### src/rdac_pkg.sv
// Purpose: Shared constants for the dual alarm compare block.
// Assumes: APB with 32-bit data; register indices multiplied by four give byte addresses.
// Notes: Offsets are word indices because the printed offsets are not multiples of four.
package rdac_pkg;
  localparam int unsigned RDAC_NREG = 16;
  // Register indices.
  localparam logic [7:0] IDX_A1_WEEKDAY = 8'h11;
  localparam logic [7:0] IDX_A1_MONTH = 8'h12;
  localparam logic [7:0] IDX_A1_YEAR = 8'h13;
  localparam logic [7:0] IDX_A1_MONTHDAY = 8'h14;
  localparam logic [7:0] IDX_A2_SECOND = 8'h15;
  localparam logic [7:0] IDX_A2_MINUTE = 8'h16;
  localparam logic [7:0] IDX_A2_HOUR = 8'h17;
  localparam logic [7:0] IDX_A2_WEEKDAY = 8'h18;
  localparam logic [7:0] IDX_A2_MONTH = 8'h19;
  localparam logic [7:0] IDX_A2_YEAR = 8'h1a;
  localparam logic [7:0] IDX_A2_MONTHDAY = 8'h1b;
  localparam logic [7:0] IDX_IRQ_STATUS = 8'h1c;
  localparam logic [7:0] IDX_IRQ_ENABLE = 8'h1d;
  localparam logic [7:0] IDX_IRQ_CLEAR = 8'h1e;
  localparam logic [7:0] IDX_MODE = 8'h1f;
  localparam logic [7:0] IDX_FIRST = 8'h11;
  // Reset values.
  localparam logic [7:0] RST_WEEKDAY = 8'h01;
  localparam logic [7:0] RST_A2_MINUTE = 8'h01;
  localparam logic [7:0] RST_ZERO = 8'h00;
  // Field layout.
  localparam int unsigned BIT_ENABLE = 7;
  localparam int unsigned BIT_MERIDIEM = 6;
  // Storage masks: reserved positions have no flip-flop.
  localparam logic [7:0] MASK_FULL = 8'hff;
  localparam logic [7:0] MASK_MONTH = 8'h9f;
  localparam logic [7:0] MASK_MONTHDAY = 8'hbf;
  localparam logic [7:0] MASK_MODE = 8'h01;
  localparam logic [7:0] MASK_IRQ = 8'h03;
endpackage

### src/rdac_regfile.sv
// Purpose: Small register array for alarm targets with a registered read port.
// Assumes: One write and one read per cycle, clock enable freezes all state.
// Notes: Reset values come in as a parameter vector so the array stays generic.
`timescale 1ns/1ps
module rdac_regfile #(
  parameter int unsigned NREG = 16,
  parameter logic [8*16-1:0] RESET_VALUES = '0,
  parameter logic [8*16-1:0] STORE_MASKS = '1
) (
  input wire logic pclk,
  input wire logic presetn,
  input wire logic clk_en,
  input wire logic wr_en,
  input wire logic [3:0] wr_idx,
  input wire logic [7:0] wr_data,
  input wire logic [3:0] rd_idx,
  output logic [7:0] rd_data,
  output logic [8*NREG-1:0] all_regs
);
  typedef struct packed {
    logic [8*NREG-1:0] regs;
    logic [7:0] rd;
  } rdac_rf_s;
  rdac_rf_s st;
  rdac_rf_s next_st;

  always_comb begin
    next_st = st;
    if (wr_en) begin
      next_st.regs[wr_idx*8 +: 8] = wr_data & STORE_MASKS[wr_idx*8 +: 8];
    end
    next_st.rd = st.regs[rd_idx*8 +: 8];
  end

  always_ff @(posedge pclk or negedge presetn) begin
    if (!presetn) begin
      st <= '{regs: RESET_VALUES[8*NREG-1:0], rd: 8'h00};
    end else if (clk_en) begin
      st <= next_st;
    end
  end

  assign rd_data = st.rd;
  assign all_regs = st.regs;
endmodule

### src/rdac_top.sv
// Purpose: Two real-time-clock alarms compared against the running calendar.
// Assumes: Calendar counters are synchronous to pclk; APB slave, writes and status reads without wait states.
// Assumes: Reads of the target array take one wait state because the array read port is registered.
// Notes: Each alarm fires on the cycle after its enabled fields first all match.
// How it works
// - Bit 7 of each target register enables that field in matching.
// - Alarm one fires on weekday match when its weekday enable is set.
// - Alarm one fires on six-bit day-of-month match when enabled.
// - Alarm two fires on seven-bit minute match when minute enable is set.
// - Alarm two fires on six-bit hour match when hour enable is set.
// - Alarm two fires on weekday match when its weekday enable is set.
// - Alarm two fires on year match when its year enable is set.
// - Alarm two fires on day-of-month match when enabled.
// - Weekday targets are one-hot, bit 6 Saturday down to bit 0 Sunday.
// - Hour meridiem bit compared only in 12-hour mode, one meaning PM.
// - Reserved bits have no storage and read as zero.
//
// The implementer's own choice: the APB register port.
`timescale 1ns/1ps
module rdac_top (
  input wire logic pclk,
  input wire logic presetn,
  input wire logic clk_en,
  input wire logic psel,
  input wire logic penable,
  input wire logic pwrite,
  input wire logic [31:0] paddr,
  input wire logic [31:0] pwdata,
  output logic [31:0] prdata,
  output logic pready,
  output logic pslverr,
  input wire logic [6:0] seconds_counter,
  input wire logic [6:0] minute_counter,
  input wire logic [5:0] hour_counter,
  input wire logic meridiem_flag,
  input wire logic [6:0] weekday_counter,
  input wire logic [4:0] month_counter,
  input wire logic [7:0] year_counter,
  input wire logic [5:0] monthday_counter,
  input wire logic twentyfour_hour_select,
  output logic first_alarm_irq,
  output logic second_alarm_irq,
  output logic irq
);

  ////////////////////////////////////////////////////////////////////////////////
  // Register map helpers.

  // Slot 15 stands first in each table, slot 0 last; slot n holds register index 0x11 + n.
  localparam logic [8*16-1:0] RF_RESET = {
    rdac_pkg::RST_ZERO,
    rdac_pkg::RST_ZERO,
    rdac_pkg::RST_ZERO,
    rdac_pkg::RST_ZERO,
    rdac_pkg::RST_ZERO,
    rdac_pkg::RST_ZERO,
    rdac_pkg::RST_ZERO,
    rdac_pkg::RST_ZERO,
    rdac_pkg::RST_WEEKDAY,
    rdac_pkg::RST_ZERO,
    rdac_pkg::RST_A2_MINUTE,
    rdac_pkg::RST_ZERO,
    rdac_pkg::RST_ZERO,
    rdac_pkg::RST_ZERO,
    rdac_pkg::RST_ZERO,
    rdac_pkg::RST_WEEKDAY};
  // Slots 11 to 14 are served outside the array, so they keep no bits here.
  localparam logic [8*16-1:0] RF_MASK = {
    rdac_pkg::MASK_MODE,
    8'h00,
    8'h00,
    8'h00,
    8'h00,
    rdac_pkg::MASK_MONTHDAY,
    rdac_pkg::MASK_FULL,
    rdac_pkg::MASK_MONTH,
    rdac_pkg::MASK_FULL,
    rdac_pkg::MASK_FULL,
    rdac_pkg::MASK_FULL,
    rdac_pkg::MASK_FULL,
    rdac_pkg::MASK_MONTHDAY,
    rdac_pkg::MASK_FULL,
    rdac_pkg::MASK_MONTH,
    rdac_pkg::MASK_FULL};

  // Slot of a register index inside the array; also flags an unmapped address.
  function automatic logic [4:0] rdac_slot(input logic [31:0] addr);
    logic [7:0] idx;
    idx = addr[9:2];
    if (addr[1:0] != 2'b00 || addr[31:10] != 22'h0) begin
      rdac_slot = 5'h10;
    end else if (idx >= rdac_pkg::IDX_FIRST && idx <= rdac_pkg::IDX_MODE) begin
      rdac_slot = {1'b0, 4'(idx - rdac_pkg::IDX_FIRST)};
    end else begin
      rdac_slot = 5'h10;
    end
  endfunction

  // A field takes part when its enable is set; a disabled field always counts as matched.
  function automatic logic rdac_field_ok(input logic en, input logic eq);
    rdac_field_ok = !en || eq;
  endfunction

  ////////////////////////////////////////////////////////////////////////////////
  // State.

  typedef struct packed {
    logic [1:0] status;
    logic [1:0] enable;
    logic [1:0] match_prev;
    logic rd_pending;
    logic rd_status;
    logic pready;
    logic pslverr;
    logic [31:0] prdata;
    logic first_irq;
    logic second_irq;
    logic irq;
  } rdac_state_s;

  rdac_state_s st;
  rdac_state_s next_st;

  logic [4:0] slot;
  logic setup;
  logic commit;
  logic arr_slot;
  logic rf_wr;
  logic [7:0] rf_rd;
  logic [8*16-1:0] regs;

  assign slot = rdac_slot(paddr);
  assign setup = psel && !penable;
  // Writes land only at the edge that completes the transfer, so an aborted setup changes nothing.
  assign commit = psel && penable && st.pready;
  assign arr_slot = !slot[4] && slot[3:0] <= 4'(rdac_pkg::IDX_A2_MONTHDAY - rdac_pkg::IDX_FIRST);
  assign rf_wr = commit && pwrite && arr_slot;

  rdac_regfile #(
    .NREG(16),
    .RESET_VALUES(RF_RESET),
    .STORE_MASKS(RF_MASK)
  ) u_regs (
    .pclk(pclk),
    .presetn(presetn),
    .clk_en(clk_en),
    .wr_en(rf_wr),
    .wr_idx(slot[3:0]),
    .wr_data(pwdata[7:0]),
    .rd_idx(slot[3:0]),
    .rd_data(rf_rd),
    .all_regs(regs)
  );

  ////////////////////////////////////////////////////////////////////////////////
  // Target fields.

  function automatic logic [7:0] rdac_reg(input logic [8*16-1:0] r, input logic [7:0] idx);
    rdac_reg = r[(idx - rdac_pkg::IDX_FIRST)*8 +: 8];
  endfunction

  logic [7:0] a1_wday, a1_mon, a1_year, a1_mday;
  logic [7:0] a2_sec, a2_min, a2_hour, a2_wday, a2_mon, a2_year, a2_mday;
  logic twelve_hour;
  logic meridiem_ok;
  logic [1:0] match_now;

  assign a1_wday = rdac_reg(regs, rdac_pkg::IDX_A1_WEEKDAY);
  assign a1_mon = rdac_reg(regs, rdac_pkg::IDX_A1_MONTH);
  assign a1_year = rdac_reg(regs, rdac_pkg::IDX_A1_YEAR);
  assign a1_mday = rdac_reg(regs, rdac_pkg::IDX_A1_MONTHDAY);
  assign a2_sec = rdac_reg(regs, rdac_pkg::IDX_A2_SECOND);
  assign a2_min = rdac_reg(regs, rdac_pkg::IDX_A2_MINUTE);
  assign a2_hour = rdac_reg(regs, rdac_pkg::IDX_A2_HOUR);
  assign a2_wday = rdac_reg(regs, rdac_pkg::IDX_A2_WEEKDAY);
  assign a2_mon = rdac_reg(regs, rdac_pkg::IDX_A2_MONTH);
  assign a2_year = rdac_reg(regs, rdac_pkg::IDX_A2_YEAR);
  assign a2_mday = rdac_reg(regs, rdac_pkg::IDX_A2_MONTHDAY);

  assign twelve_hour = !twentyfour_hour_select;
  // The meridiem bit is a don't care in 24-hour mode.
  assign meridiem_ok = !twelve_hour || (a2_hour[rdac_pkg::BIT_MERIDIEM] == meridiem_flag);

  always_comb begin
    // The weekday is compared as the whole one-hot pattern, bit 6 Saturday to bit 0 Sunday.
    match_now[0] = rdac_field_ok(a1_wday[rdac_pkg::BIT_ENABLE], a1_wday[6:0] == weekday_counter)
      && rdac_field_ok(a1_mon[rdac_pkg::BIT_ENABLE], a1_mon[4:0] == month_counter)
      && rdac_field_ok(a1_year[rdac_pkg::BIT_ENABLE], a1_year[6:0] == year_counter[6:0])
      && rdac_field_ok(a1_mday[rdac_pkg::BIT_ENABLE], a1_mday[5:0] == monthday_counter)
      && (a1_wday[rdac_pkg::BIT_ENABLE] || a1_mon[rdac_pkg::BIT_ENABLE]
          || a1_year[rdac_pkg::BIT_ENABLE] || a1_mday[rdac_pkg::BIT_ENABLE]);
    match_now[1] = rdac_field_ok(a2_sec[rdac_pkg::BIT_ENABLE], a2_sec[6:0] == seconds_counter)
      && rdac_field_ok(a2_min[rdac_pkg::BIT_ENABLE], a2_min[6:0] == minute_counter)
      && rdac_field_ok(a2_hour[rdac_pkg::BIT_ENABLE],
                       a2_hour[5:0] == hour_counter && meridiem_ok)
      && rdac_field_ok(a2_wday[rdac_pkg::BIT_ENABLE], a2_wday[6:0] == weekday_counter)
      && rdac_field_ok(a2_mon[rdac_pkg::BIT_ENABLE], a2_mon[4:0] == month_counter)
      && rdac_field_ok(a2_year[rdac_pkg::BIT_ENABLE], a2_year[6:0] == year_counter[6:0])
      && rdac_field_ok(a2_mday[rdac_pkg::BIT_ENABLE], a2_mday[5:0] == monthday_counter)
      && (a2_sec[rdac_pkg::BIT_ENABLE] || a2_min[rdac_pkg::BIT_ENABLE] || a2_hour[rdac_pkg::BIT_ENABLE]
          || a2_wday[rdac_pkg::BIT_ENABLE] || a2_mon[rdac_pkg::BIT_ENABLE]
          || a2_year[rdac_pkg::BIT_ENABLE] || a2_mday[rdac_pkg::BIT_ENABLE]);
  end

  ////////////////////////////////////////////////////////////////////////////////
  // Events, bus answer and outputs.

  logic [1:0] rise;
  logic [1:0] clr;
  logic [1:0] next_status;
  logic [31:0] direct_rd;

  assign rise = match_now & ~st.match_prev;
  assign clr = (commit && pwrite && slot == 5'(rdac_pkg::IDX_IRQ_CLEAR - rdac_pkg::IDX_FIRST))
               ? pwdata[1:0] : 2'b00;
  // A new match in the clearing cycle wins, so no alarm is lost.
  assign next_status = (st.status & ~clr) | rise;

  always_comb begin
    if (slot == 5'(rdac_pkg::IDX_IRQ_STATUS - rdac_pkg::IDX_FIRST)) begin
      direct_rd = {30'h0, st.status};
    end else if (slot == 5'(rdac_pkg::IDX_IRQ_ENABLE - rdac_pkg::IDX_FIRST)) begin
      direct_rd = {30'h0, st.enable};
    end else begin
      direct_rd = 32'h0;
    end
  end

  always_comb begin
    next_st = st;
    next_st.match_prev = match_now;
    next_st.status = next_status;
    if (commit && pwrite && slot == 5'(rdac_pkg::IDX_IRQ_ENABLE - rdac_pkg::IDX_FIRST)) begin
      next_st.enable = pwdata[1:0] & rdac_pkg::MASK_IRQ[1:0];
    end
    // The array port is registered, so a target read answers one cycle later than the others.
    next_st.rd_pending = setup && !pwrite && arr_slot;
    next_st.rd_status = setup && (slot >= 5'(rdac_pkg::IDX_IRQ_STATUS - rdac_pkg::IDX_FIRST));
    next_st.pready = (setup && !(!pwrite && arr_slot)) || st.rd_pending;
    next_st.pslverr = setup && slot[4];
    if (setup) begin
      next_st.prdata = direct_rd;
    end else if (st.rd_pending && !st.rd_status) begin
      next_st.prdata = {24'h0, rf_rd};
    end
    if (st.pready) begin
      next_st.pready = 1'b0;
      next_st.pslverr = 1'b0;
    end
    next_st.first_irq = next_status[0];
    next_st.second_irq = next_status[1];
    next_st.irq = |(next_status & st.enable);
  end

  always_ff @(posedge pclk or negedge presetn) begin
    if (!presetn) begin
      st <= '0;
    end else if (clk_en) begin
      st <= next_st;
    end
  end

  // Read data is valid together with pready.
  assign prdata = st.prdata;
  assign pready = st.pready;
  assign pslverr = st.pslverr;
  assign first_alarm_irq = st.first_irq;
  assign second_alarm_irq = st.second_irq;
  assign irq = st.irq;
endmodule

### config.mk
export PLATFORM = sky130hd
export DESIGN_NAME = rdac_top
export DESIGN_NICKNAME = d
export VERILOG_FILES = /design/src/rdac_pkg.sv /design/src/rdac_regfile.sv /design/src/rdac_top.sv
export SDC_FILE = /design/constraint.sdc
export NUM_CORES = 1
export LEC_CHECK = 0
export ABC_AREA = 1
export BUFFER_PORTS_ARGS = -buffer_cell sky130_fd_sc_hd__buf_2
export CAP_MARGIN = 10
export CORE_ASPECT_RATIO = 0.8
export CORE_MARGIN = 4
export CORE_UTILIZATION = 49
export DETAILED_ROUTE_END_ITERATION = 8
export GPL_TIMING_DRIVEN = 0
export PLACE_DENSITY = 0.71
export SYNTH_ARGS = -nofsm -noshare
export SYNTH_HDL_FRONTEND = slang
export SYNTH_SLANG_ARGS = --single-unit
### constraint.sdc
create_clock -name pclk -period 2.6 [get_ports pclk]
set_clock_uncertainty 0.2 [all_clocks]
set_input_delay 0.39 -clock pclk [delete_from_list [all_inputs] [get_ports pclk]]
set_output_delay 0.39 -clock pclk [all_outputs]
set_load 0.05 [all_outputs]
==> impl_metrics.csv <==
group,metric,value,unit
critical_path,regToRegSetupSlack,-0.05,ns
timing,tightest_slew,0.746,ns
critical_path,cp.required,2.72,ns
die,dieArea,0.0222,mm^2
drt,dr.pass1.iters,6,
die,io_pins,155,
drt,wl,39.9,mm
timing,finalSetupTns,-22.87,ns
critical_path,reg2reg_to,"u_regs.all_regs[30]",
cells_and_area,nNetsFinal,1786,
critical_path,cp_max_fo,10,
synthesis,synth_cells,1389,
grt,grt_max_degree,94,
timing,report.final.slew_viol_count,0,
synthesis,ys_seq_elements,155,
placement,dp_cells,1775,
clock_network,cts_root_buf,"clkbuf_16",
grt,top_usage_layer,"met2",
timing,hold_viol_final,0,
power,leakage,6.91,nW
drt,drc,0,
synthesis,synth_cell_types,43,
timing,max_slew_margin,49.7,%
placement,dp_hpwl,27.1,mm
drt,wl_per_cell,20.6,um
timing,period_share,113,%
timing,max_freq,341,MHz
critical_path,start_kind,"input pin",
placement,routabilityCongestion,1.06,
synthesis,synthFlopType,"dfrtp_1",
clock_network,numClockSinks,155,
clock_network,cts_made_buffers,17,
die,start_util,50.6,%
timing,period_minus_slack,2.93,ns
synthesis,ys_seq_area_share,39.8,%
hold_path,min_path_type,"in2reg",
die,design.core.area,0.0193,mm^2
cells_and_area,syn_to_final_growth,44.4,%
grt,met1_usage,47.1,%
hold_path,hold_end,"st[44]",
status,violations,"negative setup slack",
status,outcome,"finished, violations left",
die,die-width,166,um
synthesis,avgSynthCellArea,7.02,um^2
timing,setup_viol_count_final,134,
synthesis,ys_warn_count,0,
synthesis,synthArstFlopShare,100,%
drt,ant_nets,0,
critical_path,crit_type,"in2reg",
grt,gr-total-overflow,0,
flow_run,drv_cap,0,
grt,grt_pass1_vias,10103,
synthesis,synth_edf_count,0,
power,ir_drop,0.330,mV
synthesis,syn_area,0.00975,mm^2
clock_network,clock_latency,0.45,ns
drt,vias_per_cell,5.65,
clock_network,clkTransAtPathRegs,0.07,ns
hold_path,hp-start,"clk_en",
timing,rsz0062_at_grt,"yes",
placement,numPortBuffers,104,
critical_path,end_kind,"flop",
hold_path,hold_depth,2,
die,fp-row-count,45,
clock_network,cts.path.max_buffers,2,
power,power,0.00564,W
cells_and_area,final_layout_size_suffix_gt1_share,34.6,%
grt,grt_pass1_wl,58.1,mm
die,fp.dieH,134,um
timing,timing.final.ws_setup,-0.330,ns
grt,antenna_found_initial,0,
grt,use_met2,50.7,%
critical_path,r2r_cells,11,
drt,dr_total_vias,10922,
drt,drt_iter0_drc,1201,
cells_and_area,layoutNonFillerInstCount,1932,
critical_path,rr_startpoint,"pready",
clock_network,cts_max_level,4,
grt,grtUsageTotal,33.9,%
grt,grt_use_met3,9.07,%
power,p_per_area,401,mW/mm^2
clock_network,cts_tree,"built",
critical_path,worstPathArrival,3.05,ns
power breakdown:
part           total [W]  switching [W]  internal, W
clock            0.00263        0.00114      0.00149
combinational   0.000568       0.000370     0.000198
sequential       0.00244      0.0000138      0.00243
how the worst max path moves through the flow:
stage / cells after the start / start / end
2_1_floorplan: 23 / paddr[2] / u_regs.all_regs[60]
3_3_place_gp: 1 / presetn / u_regs.all_regs[11]
3_5_place_dp: 23 / paddr[2] / u_regs.all_regs[22]
4_1_cts: 22 / paddr[2] / u_regs.all_regs[46]
5_1_grt: 21 / paddr[2] / u_regs.all_regs[30]
6_report: 21 / paddr[2] / u_regs.all_regs[30]
timing repair:
action	4_1_cts	5_1_grt
buffers inserted	76	38
hold buffers	1	0
pin swaps	117	64
endpoints found under the hold margin	62	0
setup endpoints to repair	146	137
cloned	14	0
resized for setup	218	140
logic make-up after synthesis:
group | after synthesis | synth area share [%]
flip-flops | 155 | 39.8
other | 1 | 0.0385
AND/OR/NAND/NOR | 783 | 34.2
XOR/XNOR | 54 | 4.85
adder cells (fa/ha/maj) | 8 | 1.03
AO/OA/AOI/OAI | 195 | 11.0
buffers and inverters | 193 | 9.11
per-layer routing:
layer | up-vias | wire [um]
met4 | 0 | 2100
li1 | 4933 | -
met3 | 175 | 4550
met2 | 677 | 17300
met1 | 5137 | 15900
met5 | - | 0
flip-flops by register name, summed over array words and instances, names as in the netlist:
name / flops
prdata: 8
st: 8
irq: 1
u_regs.all_regs: 128
u_regs.rd_data: 8
pready: 1
pslverr: 1
Yosys cell counts (all sizes together) (3+ instances only):
cell    count  area (um^2)
nor3       25          125
ha          8          100
o21bai      3         22.5
a21oi      14         70.1
inv       117          442
clkbuf     17         63.8
dfrtp     152         3800
or2         7         43.8
o21ai     149          746
xor2       27          236
buf        57          375
nand4      11         83.8
dfstp       3         78.8
nor2      219          912
nand3      75          425
nand2     443         1720
xnor2      27          236
o211ai     20          164
placed cells by master (no fill, tap or decap), types with 22 or more instances in the layout:
master	instances
nand2_1	362
nor2_1	177
dfrtp_1	152
buf_4	116
buf_2	107
inv_1	89
o21ai_1	57
o21ai_0	55
nand2_2	49
nand3_1	45
buf_6	44
o21ai_2	37
nor2_4	28
xor2_1	27
xnor2_1	27
nand2_4	25
nand3_4	24
conb_1	24
clkbuf_16	22
cell type report:
cell class                      instances  area, um^2
Antenna cell                            1        2.50
Buffer                                 69         648
Clock buffer                           19         453
Clock inverter                         13         154
Fill cell                            1384        5180
Inverter                              119         532
Multi-Input combinational cell       1066        6260
Sequential cell                       155        3880
Tap cell                              258         323
Timing Repair Buffer                  232        1820
worst max-delay path, stage by stage:
cell	delay, ns
buf_12	0.11
inv_16	0.03
clkbuf_16	0.13
ha_4	0.16
nand2_4	0.07
nor2_4	0.04
nor2_2	0.09
nand2_2	0.11
nor2_8	0.14
buf_12	0.12
buf_4	0.14
nand2_4	0.08
buf_6	0.16
ha_4	0.34
buf_4	0.14
nand3_4	0.16
nor2_4	0.27
inv_4	0.08
buf_6	0.13
nand2_1	0.05
o21ai_0	0.08
per-stage QoR:
stage          instance area [um^2]  util, %  hold WS, ns  worst slack [ns]
5_1_grt                       14100     73.1       0.0465            -0.374
4_1_cts                       13400     69.6       0.0245            -0.179
3_5_place_dp                  11100     57.7        0.162             -1.44
2_1_floorplan                 10200        -       -0.106            -0.538
6_report                      14100     73.1       0.0338            -0.330
3_3_place_gp                  11100     57.5        0.252             -1.46
Note: power is estimated with default switching activity, not from simulation.
